`config.mk`:
```
export PLATFORM = sky130hd
export DESIGN_NAME = npic_ctrl
export DESIGN_NICKNAME = d
export VERILOG_FILES = /design/src/npic_pkg.sv /design/src/npic_prio_mem.sv /design/src/npic_ctrl.sv
export VERILOG_INCLUDE_DIRS = /design/src
export SDC_FILE = /design/constraint.sdc
export NUM_CORES = 1
export LEC_CHECK = 0
export BUFFER_PORTS_ARGS = -buffer_cell sky130_fd_sc_hd__buf_2
export CAP_MARGIN = 5
export CORE_MARGIN = 2
export CORE_UTILIZATION = 30
export DETAILED_ROUTE_END_ITERATION = 12
export GPL_ROUTABILITY_DRIVEN = 0
export PLACE_DENSITY = 0.53
export SYNTH_ARGS = -nofsm -noshare
export SYNTH_HDL_FRONTEND = slang
export SYNTH_SLANG_ARGS = --single-unit
```
`constraint.sdc`:
```
create_clock -name core_clk -period 18.9 [get_ports core_clk]
set_clock_uncertainty 0.15 [all_clocks]
set_input_delay 1.89 -clock core_clk [delete_from_list [all_inputs] [get_ports core_clk]]
set_output_delay 1.89 -clock core_clk [all_outputs]
set_load 0.05 [all_outputs]
```
`src/npic_params.svh`:
```
// constants of the nested priority interrupt controller
// assumes a 32-bit avalon word per register, word addressing on the slave
`ifndef NPIC_PARAMS_SVH
`define NPIC_PARAMS_SVH

// register word indices
`define NPIC_REG_PRIO0 4'h0
`define NPIC_REG_PRIO3 4'h3
`define NPIC_REG_VEN 4'h4
`define NPIC_REG_EXT 4'h5
`define NPIC_REG_CTRL 4'h6
`define NPIC_REG_STAT 4'h7

// reset values
`define NPIC_PRIO_RST 8'hff
`define NPIC_PRIO3_RO 8'hf0
`define NPIC_CTRL_RST 8'h01
`define NPIC_VEN_RST 16'h0000
`define NPIC_EXT_RST 8'h00

// priority pair codes, {high bit, low bit}
`define NPIC_LVL0 2'b10
`define NPIC_LVL1 2'b01
`define NPIC_LVL2 2'b00
`define NPIC_LVL3 2'b11

// external group sensitivity codes
`define NPIC_SENS_FALL_LOW 2'b00
`define NPIC_SENS_RISE 2'b01
`define NPIC_SENS_FALL 2'b10
`define NPIC_SENS_BOTH 2'b11

// vector addresses and indices for the non-maskable entries
`define NPIC_VEC_RESET 16'hfffe
`define NPIC_VEC_TRAP 16'hfffc
`define NPIC_VEC_TOP 16'hfffa
`define NPIC_IDX_RESET 4'hf
`define NPIC_IDX_TRAP 4'he
`define NPIC_IDX_TOP 4'h0

`endif

```
`src/npic_pkg.sv`:
```
// types shared by the interrupt controller files
// assumes nothing beyond the params header
package npic_pkg;
	typedef enum logic [2:0] {
		NPIC_S_BOOT = 3'b000,
		NPIC_S_IDLE = 3'b001,
		NPIC_S_PUSH = 3'b010,
		NPIC_S_LOAD = 3'b011
	} npic_state_t;
	typedef logic [1:0] npic_prio_t;
endpackage

```
`src/npic_prio_mem.sv`:
```
// per_vector_priority_regs storage: four bytes, one pair per vector
// assumes writes come from the bus slave on the same clock
`timescale 1ns/1ns
`include "npic_params.svh"
module npic_prio_mem (
	input wire logic core_clk,
	input wire logic rst_n,
	input wire logic we,
	input wire logic [1:0] wr_idx,
	input wire logic [7:0] wr_data,
	input wire logic [1:0] rd_idx,
	output logic [7:0] rd_data_ff,
	output logic [31:0] prio_flat
);
	import npic_pkg::*;
	logic [7:0] mem_ff [0:3];

	// a level-0 code in a pair keeps the old pair, others take the new one
	function automatic logic [7:0] merge(input logic [7:0] old_v, input logic [7:0] new_v);
		logic [7:0] r;
		r = new_v;
		for (int p = 0; p < 4; p++) begin
			if (new_v[2*p+:2] == `NPIC_LVL0) begin
				r[2*p+:2] = old_v[2*p+:2];
			end
		end
		return r;
	endfunction

	// top nibble of the last byte is fixed high
	always_ff @(posedge core_clk or negedge rst_n) begin
		if (!rst_n) begin
			for (int i = 0; i < 4; i++) begin
				mem_ff[i] <= `NPIC_PRIO_RST;
			end
		end else if (we) begin
			if (wr_idx == 2'd3) begin
				mem_ff[3] <= merge(mem_ff[3], wr_data) | `NPIC_PRIO3_RO;
			end else begin
				mem_ff[wr_idx] <= merge(mem_ff[wr_idx], wr_data);
			end
		end
	end

	// registered read port for the bus
	always_ff @(posedge core_clk or negedge rst_n) begin
		if (!rst_n) begin
			rd_data_ff <= 8'h00;
		end else begin
			rd_data_ff <= mem_ff[rd_idx];
		end
	end

	assign prio_flat = {mem_ff[3], mem_ff[2], mem_ff[1], mem_ff[0]};
endmodule // npic_prio_mem

```
`src/npic_ctrl.sv`:
```
// nested priority interrupt controller, avalon-mm register slave
// assumes core handshakes come from logic on core_clk; pins are asynchronous
`timescale 1ns/1ns
`include "npic_params.svh"
module npic_ctrl #(
	parameter int NV = 14,
	parameter int EXT_W = 4,
	parameter int EXT_VEC = 4,
	parameter logic [13:0] HALT_CAP = 14'h00df,
	parameter bit TLI_RISING = 1'b0
) (
	input wire logic core_clk,
	input wire logic rst_n,
	input wire logic [3:0] avs_address,
	input wire logic avs_read,
	input wire logic avs_write,
	input wire logic [31:0] avs_writedata,
	output logic [31:0] avs_readdata,
	output logic avs_waitrequest,
	input wire logic instr_done,
	input wire logic trap_exec,
	input wire logic cc_load,
	input wire npic_pkg::npic_prio_t cc_load_val,
	input wire logic ctx_saved,
	input wire logic halt_mode,
	input wire logic wait_mode,
	input wire logic [13:0] periph_flag,
	input wire logic [13:0] periph_en,
	input wire logic [13:0] periph_clr,
	input wire logic [3:0] ext_pin,
	input wire logic top_level_hw_interrupt,
	output npic_pkg::npic_prio_t cc_prio,
	output logic ctx_push,
	output logic svc_strobe,
	output logic [3:0] svc_index,
	output logic [15:0] vec_addr,
	output logic wake
);
	import npic_pkg::*;

	npic_state_t state_ff;
	logic [1:0] acc_cnt_ff;
	logic [31:0] prio_flat;
	logic [7:0] mem_rd;
	logic mem_we;
	logic [15:0] ven_ff;
	logic [7:0] ext_cfg_ff;
	logic [7:0] ctrl_ff;
	logic [3:0] ext_s1_ff, ext_s2_ff;
	logic tli_s1_ff, tli_s2_ff, tli_d_ff;
	logic comb_d_ff;
	logic ext_lat_ff, tli_lat_ff, trap_lat_ff, halt_exit_ff;
	logic [13:0] per_lat_ff, per_d_ff;
	logic sel_nm_ff;
	logic [3:0] sel_idx_ff;
	logic [3:0] last_idx_ff;
	npic_prio_t sel_prio_ff;
	logic comb_lvl, ext_edge, ext_req, tli_edge, nm_pend;
	logic [13:0] pend, per_req;
	logic best_ok;
	logic [3:0] best_idx;
	logic [1:0] best_lvl;
	logic enter;

	// numeric level of a pair code
	function automatic logic [1:0] lvl(input npic_prio_t c);
		case (c)
			`NPIC_LVL0: lvl = 2'd0;
			`NPIC_LVL1: lvl = 2'd1;
			`NPIC_LVL2: lvl = 2'd2;
			default: lvl = 2'd3;
		endcase
	endfunction

	// vectors step down by two bytes from the top-level slot
	function automatic logic [15:0] vaddr(input logic [3:0] idx);
		vaddr = `NPIC_VEC_TOP - {11'h000, idx, 1'b0};
	endfunction

	npic_prio_mem u_mem (
		.core_clk(core_clk),
		.rst_n(rst_n),
		.we(mem_we),
		.wr_idx(avs_address[1:0]),
		.wr_data(avs_writedata[7:0]),
		.rd_idx(avs_address[1:0]),
		.rd_data_ff(mem_rd),
		.prio_flat(prio_flat)
	);

	// bus: request is held two cycles, then one cycle with waitrequest low
	always_ff @(posedge core_clk or negedge rst_n) begin
		if (!rst_n) begin
			acc_cnt_ff <= 2'd0;
			avs_waitrequest <= 1'b1;
		end else if (!avs_waitrequest) begin
			acc_cnt_ff <= 2'd0;
			avs_waitrequest <= 1'b1;
		end else if (avs_read || avs_write) begin
			acc_cnt_ff <= acc_cnt_ff + 2'd1;
			avs_waitrequest <= (acc_cnt_ff != 2'd1);
		end
	end

	// writes take effect only on the accepting edge
	assign mem_we = avs_write && !avs_waitrequest && (avs_address <= `NPIC_REG_PRIO3);

	always_ff @(posedge core_clk or negedge rst_n) begin
		if (!rst_n) begin
			ven_ff <= `NPIC_VEN_RST;
			ext_cfg_ff <= `NPIC_EXT_RST;
			ctrl_ff <= `NPIC_CTRL_RST;
		end else if (avs_write && !avs_waitrequest) begin
			case (avs_address)
				`NPIC_REG_VEN: ven_ff <= avs_writedata[15:0];
				`NPIC_REG_EXT: ext_cfg_ff <= avs_writedata[7:0];
				`NPIC_REG_CTRL: ctrl_ff <= avs_writedata[7:0];
				default: ;
			endcase
		end
	end

	// read data are loaded on the same edge that waitrequest drops
	always_ff @(posedge core_clk or negedge rst_n) begin
		if (!rst_n) begin
			avs_readdata <= 32'h0000_0000;
		end else if (avs_read && avs_waitrequest && acc_cnt_ff == 2'd1) begin
			case (avs_address)
				4'h0, 4'h1, 4'h2, 4'h3: avs_readdata <= {24'h000000, mem_rd};
				`NPIC_REG_VEN: avs_readdata <= {16'h0000, ven_ff};
				`NPIC_REG_EXT: avs_readdata <= {24'h000000, ext_cfg_ff};
				`NPIC_REG_CTRL: avs_readdata <= {24'h000000, ctrl_ff};
				`NPIC_REG_STAT: avs_readdata <= {6'h00, pend, last_idx_ff,
					3'h0, tli_lat_ff, trap_lat_ff, (state_ff != NPIC_S_IDLE),
					cc_prio};
				default: avs_readdata <= 32'h0000_0000;
			endcase
		end
	end

	// pin synchronisers
	always_ff @(posedge core_clk or negedge rst_n) begin
		if (!rst_n) begin
			ext_s1_ff <= 4'hf;
			ext_s2_ff <= 4'hf;
			tli_s1_ff <= 1'b0;
			tli_s2_ff <= 1'b0;
			tli_d_ff <= 1'b0;
			comb_d_ff <= 1'b1;
		end else begin
			ext_s1_ff <= ext_pin;
			ext_s2_ff <= ext_s1_ff;
			tli_s1_ff <= top_level_hw_interrupt;
			tli_s2_ff <= tli_s1_ff;
			tli_d_ff <= tli_s2_ff;
			comb_d_ff <= comb_lvl;
		end
	end

	// disabled pins read high so they never pull the group line
	assign comb_lvl = &(ext_s2_ff | ~ext_cfg_ff[7:4]);

	always_comb begin
		case (ext_cfg_ff[1:0])
			`NPIC_SENS_RISE: ext_edge = comb_lvl && !comb_d_ff;
			`NPIC_SENS_BOTH: ext_edge = comb_lvl != comb_d_ff;
			default: ext_edge = !comb_lvl && comb_d_ff;
		endcase
	end

	// low-level mode requests for as long as the group line is low
	assign ext_req = ext_lat_ff || (ext_cfg_ff[1:0] == `NPIC_SENS_FALL_LOW && !comb_lvl);
	assign tli_edge = TLI_RISING ? (tli_s2_ff && !tli_d_ff) : (!tli_s2_ff && tli_d_ff);
	assign per_req = periph_flag & periph_en;
	assign enter = (state_ff == NPIC_S_LOAD);

	// edge latch; a new edge in the entry cycle wins over the clear
	always_ff @(posedge core_clk or negedge rst_n) begin
		if (!rst_n) begin
			ext_lat_ff <= 1'b0;
		end else if (ext_edge) begin
			ext_lat_ff <= 1'b1;
		end else if (enter && !sel_nm_ff && sel_idx_ff == 4'(EXT_VEC)) begin
			ext_lat_ff <= 1'b0;
		end
	end

	// peripheral latches: set on a rising request, dropped by the clear pulse
	always_ff @(posedge core_clk or negedge rst_n) begin
		if (!rst_n) begin
			per_d_ff <= 14'h0000;
			per_lat_ff <= 14'h0000;
		end else begin
			per_d_ff <= per_req;
			per_lat_ff <= (per_req & ~per_d_ff) | (per_lat_ff & ~periph_clr);
		end
	end

	// slot 0 is the top-level pin, the external group replaces its peripheral
	always_comb begin
		pend = per_lat_ff;
		pend[0] = 1'b0;
		pend[EXT_VEC] = ext_req;
	end

	// non-maskable latches, cleared only when their own entry happens
	always_ff @(posedge core_clk or negedge rst_n) begin
		if (!rst_n) begin
			tli_lat_ff <= 1'b0;
			trap_lat_ff <= 1'b0;
		end else begin
			if (tli_edge) begin
				tli_lat_ff <= 1'b1;
			end else if (enter && sel_nm_ff && sel_idx_ff == `NPIC_IDX_TOP) begin
				tli_lat_ff <= 1'b0;
			end
			if (trap_exec) begin
				trap_lat_ff <= 1'b1;
			end else if (enter && sel_nm_ff && sel_idx_ff == `NPIC_IDX_TRAP) begin
				trap_lat_ff <= 1'b0;
			end
		end
	end

	assign nm_pend = tli_lat_ff || trap_lat_ff;

	// arbitration: scan from lowest hardware priority so lower indices win ties
	always_comb begin
		logic elig;
		elig = 1'b0;
		best_ok = 1'b0;
		best_idx = 4'h0;
		best_lvl = 2'd0;
		for (int i = NV - 1; i >= 1; i--) begin
			elig = pend[i] && ven_ff[i];
			elig = elig && (lvl(prio_flat[2*i+:2]) > lvl(cc_prio));
			elig = elig && (ctrl_ff[0] || cc_prio == `NPIC_LVL0);
			elig = elig && (!halt_exit_ff || HALT_CAP[i]);
			if (elig && (!best_ok || lvl(prio_flat[2*i+:2]) >= best_lvl)) begin
				best_ok = 1'b1;
				best_idx = 4'(i);
				best_lvl = lvl(prio_flat[2*i+:2]);
			end
		end
	end

	// service sequence: boundary, push, then vector load
	always_ff @(posedge core_clk or negedge rst_n) begin
		if (!rst_n) begin
			state_ff <= NPIC_S_BOOT;
			ctx_push <= 1'b0;
			svc_strobe <= 1'b0;
			svc_index <= 4'h0;
			vec_addr <= 16'h0000;
			sel_nm_ff <= 1'b0;
			sel_idx_ff <= 4'h0;
			sel_prio_ff <= `NPIC_LVL3;
			last_idx_ff <= 4'h0;
		end else begin
			svc_strobe <= 1'b0;
			ctx_push <= 1'b0;
			case (state_ff)
				NPIC_S_BOOT: begin
					svc_strobe <= 1'b1;
					svc_index <= `NPIC_IDX_RESET;
					vec_addr <= `NPIC_VEC_RESET;
					last_idx_ff <= `NPIC_IDX_RESET;
					state_ff <= NPIC_S_IDLE;
				end
				NPIC_S_IDLE: begin
					if (instr_done && (nm_pend || best_ok)) begin
						ctx_push <= 1'b1;
						state_ff <= NPIC_S_PUSH;
						sel_nm_ff <= nm_pend;
						sel_prio_ff <= nm_pend ? `NPIC_LVL3 : prio_flat[2*best_idx+:2];
						if (tli_lat_ff) begin
							sel_idx_ff <= `NPIC_IDX_TOP;
						end else if (trap_lat_ff) begin
							sel_idx_ff <= `NPIC_IDX_TRAP;
						end else begin
							sel_idx_ff <= best_idx;
						end
					end
				end
				NPIC_S_PUSH: begin
					if (ctx_saved) begin
						state_ff <= NPIC_S_LOAD;
					end
				end
				NPIC_S_LOAD: begin
					svc_strobe <= 1'b1;
					svc_index <= sel_idx_ff;
					last_idx_ff <= sel_idx_ff;
					if (sel_idx_ff == `NPIC_IDX_TRAP) begin
						vec_addr <= `NPIC_VEC_TRAP;
					end else begin
						vec_addr <= vaddr(sel_idx_ff);
					end
					state_ff <= NPIC_S_IDLE;
				end
				default: state_ff <= NPIC_S_IDLE;
			endcase
		end
	end

	// current level: level 3 after reset, loaded on entry, reloaded by the core
	always_ff @(posedge core_clk or negedge rst_n) begin
		if (!rst_n) begin
			cc_prio <= `NPIC_LVL3;
		end else if (enter) begin
			cc_prio <= sel_prio_ff;
		end else if (cc_load) begin
			cc_prio <= cc_load_val;
		end
	end

	// halt exit restricts the first service to capable sources
	always_ff @(posedge core_clk or negedge rst_n) begin
		if (!rst_n) begin
			halt_exit_ff <= 1'b0;
		end else if (halt_mode) begin
			halt_exit_ff <= 1'b1;
		end else if (enter || !(|(pend & ven_ff[13:0] & HALT_CAP))) begin
			halt_exit_ff <= 1'b0; // entry made or no capable source left, so do not block others
		end
	end

	// wake: wait takes any enabled source, halt only non-maskable and capable ones
	always_ff @(posedge core_clk or negedge rst_n) begin
		if (!rst_n) begin
			wake <= 1'b0;
		end else begin
			wake <= (wait_mode && (nm_pend || |(pend & ven_ff[13:0])))
				|| (halt_mode && (nm_pend || |(pend & ven_ff[13:0] & HALT_CAP)));
		end
	end
endmodule // npic_ctrl

```
==> flow_summary.toml <==
[status]
outcome = "finished, final reports clean"

[synth]
synthArstFlopShare_pct = 100
yosys_register_bits = 162
synth.yosys.seq_area_share_pct = 42.9
syn_inst = 947
synth_cell_types = 89
synth_edf_count = 0
synthFlopType = "dfrtp_1"
syn-cell-area_um2 = 9590
syn_avg_cell_area_um2 = 10.1
ys_warn_count = 0

[grt]
first_global_vias = 7582
antenna_found_initial = 0
grt_usage_pct = 17.1
grt_max_degree = 100
grt_pass1_wl_um = 43400
overflow = 0

[die]
core_area_um2 = 31500
die_h_um = 183
die_area_um2 = 33400
ios = 153
rows = 65
start_util_pct = 30.5
die_x_um = 183

[clocking]
ctsRootBufferMaster = "clkbuf_16"
cts_tree = "yes"
clkLatencyLatePin_ns = 0.43
hold_buffers = 0
numCtsBuffers = 17
htree_num_levels = 4
clock_sinks = 162
clk_pin_slew_ns = 0.06
cts_max_path_buffers = 2

[sta]
hold_viol_final = 0
timing.fmax_ghz = 0.0575
finalSetupViolations = 0
worstMarginPinSlew_ns = 0.949
setup_slack_ns = 1.50
fin_crit_sh_pct = 92.0
fin_setup_tns_ns = 0
rsz0062_at_grt = "no"
slew_violations = 0
slew_headroom_pct = 36.7
period_needed_ns = 17.40

[critical_path]
cpMaxStageDelayCell = "dfstp_2"
cp_common_cell = "ha_1"
crit_arrival_ns = 17.57
required_ns = 19.08
cp-startpoint = "cc_prio[1]$_DFFE_PN1P_"
worst-setup-path-type = "reg2reg"
max_stage_delay_ns = 0.62
start_kind = "register"
timing.rr.start = "cc_prio[1]$_DFFE_PN1P_"
end_kind = "register"
critPathMaxFanout = 8

[cells_and_area]
final_area_um2 = 11400
n_antenna_cell = 0
final_cell_mix = "buf_2, dfrtp_1, nand2_1"
nNetsFinal = 1254
area_delta_synth_final_pct = 19.1
final_common_cell = "buf_2"
final_cells = 1492
drive_gt1_share_pct = 29.7

[placement]
hpwl_um = 21400
dpl.cell_count = 1459
placed_area_um2 = 10700
post-place-ws_ns = 0.594
io_buffers = 123

[route]
final_antenna_net_count = 0
wire_per_inst_um = 18.8
via_per_inst = 5.06
drc = 0
drtIter0Drc = 472
wirelength_um = 28000
drt-pass1-iter-count = 5
vias = 7554

[power]
totalPowerFinal_w = 0.00160
max-vdd-ir-drop_mv = 0.0751
pwr_density_cell_nw_per_um2 = 140
leakage_nw = 5.19

[hold_path]
min_from = "tli_s1_ff$_DFF_PN0_"
hp-class = "reg2reg"

[flow_run]
maxCapViolations = 0
-- flip-flops by register name (all words and copies together) (netlist names), 2 cells and up --
name	count
sel_prio_ff	2
u_mem.rd_data_ff	8
ctrl_ff	8
per_d_ff	12
sel_idx_ff	4
ext_cfg_ff	8
u_mem.prio_flat	29
acc_cnt_ff	2
ext_s1_ff	4
cc_prio	2
avs_readdata	26
state_ff	2
ven_ff	16
vec_addr	6
per_lat_ff	12
ext_s2_ff	4
last_idx_ff	4
-- cell usage after synthesis, drive strengths merged, types with 3 or more instances --
| cell | instances | area, µm² |
|---|---|---|
| buf | 18 | 129 |
| inv | 71 | 267 |
| a21oi | 50 | 262 |
| nand4 | 3 | 33.8 |
| nand2b | 20 | 125 |
| o211ai | 9 | 72.6 |
| a21o | 8 | 61.3 |
| o32ai | 3 | 26.3 |
| a31oi | 4 | 25.0 |
| o21ai | 65 | 325 |
| o211a | 3 | 30.0 |
| a211oi | 12 | 108 |
| clkbuf | 21 | 78.8 |
| and2 | 3 | 18.8 |
| o21a | 14 | 105 |
| nand4b | 3 | 26.3 |
| nor3 | 13 | 70.1 |
| dfstp | 44 | 1160 |
| ha | 82 | 1030 |
| nand2 | 99 | 372 |
| o22a | 5 | 45.0 |
| or2 | 4 | 25.0 |
| a2111oi | 4 | 41.3 |
| mux2i | 10 | 100 |
| nor2 | 76 | 290 |
| nor4 | 4 | 31.3 |
| a211o | 3 | 26.3 |
| o22ai | 15 | 93.8 |
| and3 | 3 | 18.8 |
| a22oi | 15 | 131 |
| a22o | 3 | 35.0 |
| nor2b | 23 | 154 |
| o31ai | 12 | 90.1 |
| mux4 | 8 | 180 |
| o221ai | 4 | 35.0 |
| mux2 | 46 | 522 |
| o2111ai | 9 | 144 |
| dfrtp | 118 | 2950 |
| nand3 | 6 | 30.0 |
| or3 | 4 | 30.0 |
-- kinds of logic after synthesis --
group                    after synthesis  share of synthesized area (%)
adder cells (fa/ha/maj)               84                           10.9
flip-flops                           162                           42.9
buffers and inverters                110                           4.95
other                                  1                         0.0391
AND/OR/NAND/NOR                      268                           13.4
XOR/XNOR                               1                         0.0914
multiplexers                          64                           8.37
AO/OA/AOI/OAI                        257                           19.4
-- final cells by class --
| type | instances | area, µm² |
|---|---|---|
| Clock inverter | 8 | 97.6 |
| Fill cell | 3167 | 20100 |
| Inverter | 71 | 267 |
| Multi-Input combinational cell | 681 | 5140 |
| Timing Repair Buffer | 144 | 779 |
| Sequential cell | 162 | 4110 |
| Tap cell | 402 | 503 |
| Clock buffer | 24 | 514 |
-- what timing repair did --
item | CTS | global route
buffers inserted | 0 | 1
gates resized for setup | 0 | 25
endpoints found under the setup margin | 0 | 6
-- routing by layer --
| layer | wire length (µm) | global-route usage (%) | up-vias |
|---|---|---|---|
| li1 | - | - | 3646 |
| met1 | 13600 | 23.6 | 3712 |
| met2 | 12900 | 27.6 | 165 |
| met3 | 986 | 2.72 | 31 |
| met4 | 541 | 5.23 | 0 |
| met5 | 0 | 0 | - |
-- stage by stage --
| step | hold WS [ns] | utilization, % |
|---|---|---|
| 2_1_floorplan | 0.181 | - |
| 3_3_place_gp | 0.185 | 33.9 |
| 3_5_place_dp | 0.193 | 33.9 |
| 4_1_cts | 0.203 | 35.9 |
| 5_1_grt | 0.208 | 36.3 |
| 6_report | 0.199 | 36.3 |
-- worst paths after layout --
kind	endpoint	slack [ns]	depth (start not counted)
worst max-delay path	sel_prio_ff[0]$_DFFE_PN1P_	1.50	92
worst min-delay path	tli_s2_ff$_DFF_PN0_	0.20	0
worst max register to register	sel_prio_ff[0]$_DFFE_PN1P_	1.50	92
worst min register to register	tli_s2_ff$_DFF_PN0_	0.20	0
max in group asynchronous	per_d_ff[8]$_DFF_PN0_	15.82	2
min in group asynchronous	u_mem.rd_data_ff[1]$_DFF_PN0_	1.40	1
-- where the power goes --
part	total, W	internal, W	switching (W)
registers	0.000551	0.000453	0.0000976
clock network	0.000356	0.000217	0.000139
logic	0.000690	0.000256	0.000434
-- critical path: cells and delay by family (launching register included) --
| kind | cells | cell delay (ns) |
|---|---|---|
| mux | 1 | 0.29 |
| compound gates | 35 | 7.04 |
| buf+inv | 7 | 0.67 |
| flops | 1 | 0.62 |
| simple gates | 34 | 4.60 |
| fa+ha+maj | 15 | 3.88 |
Note: power is estimated with default switching activity, not from simulation.
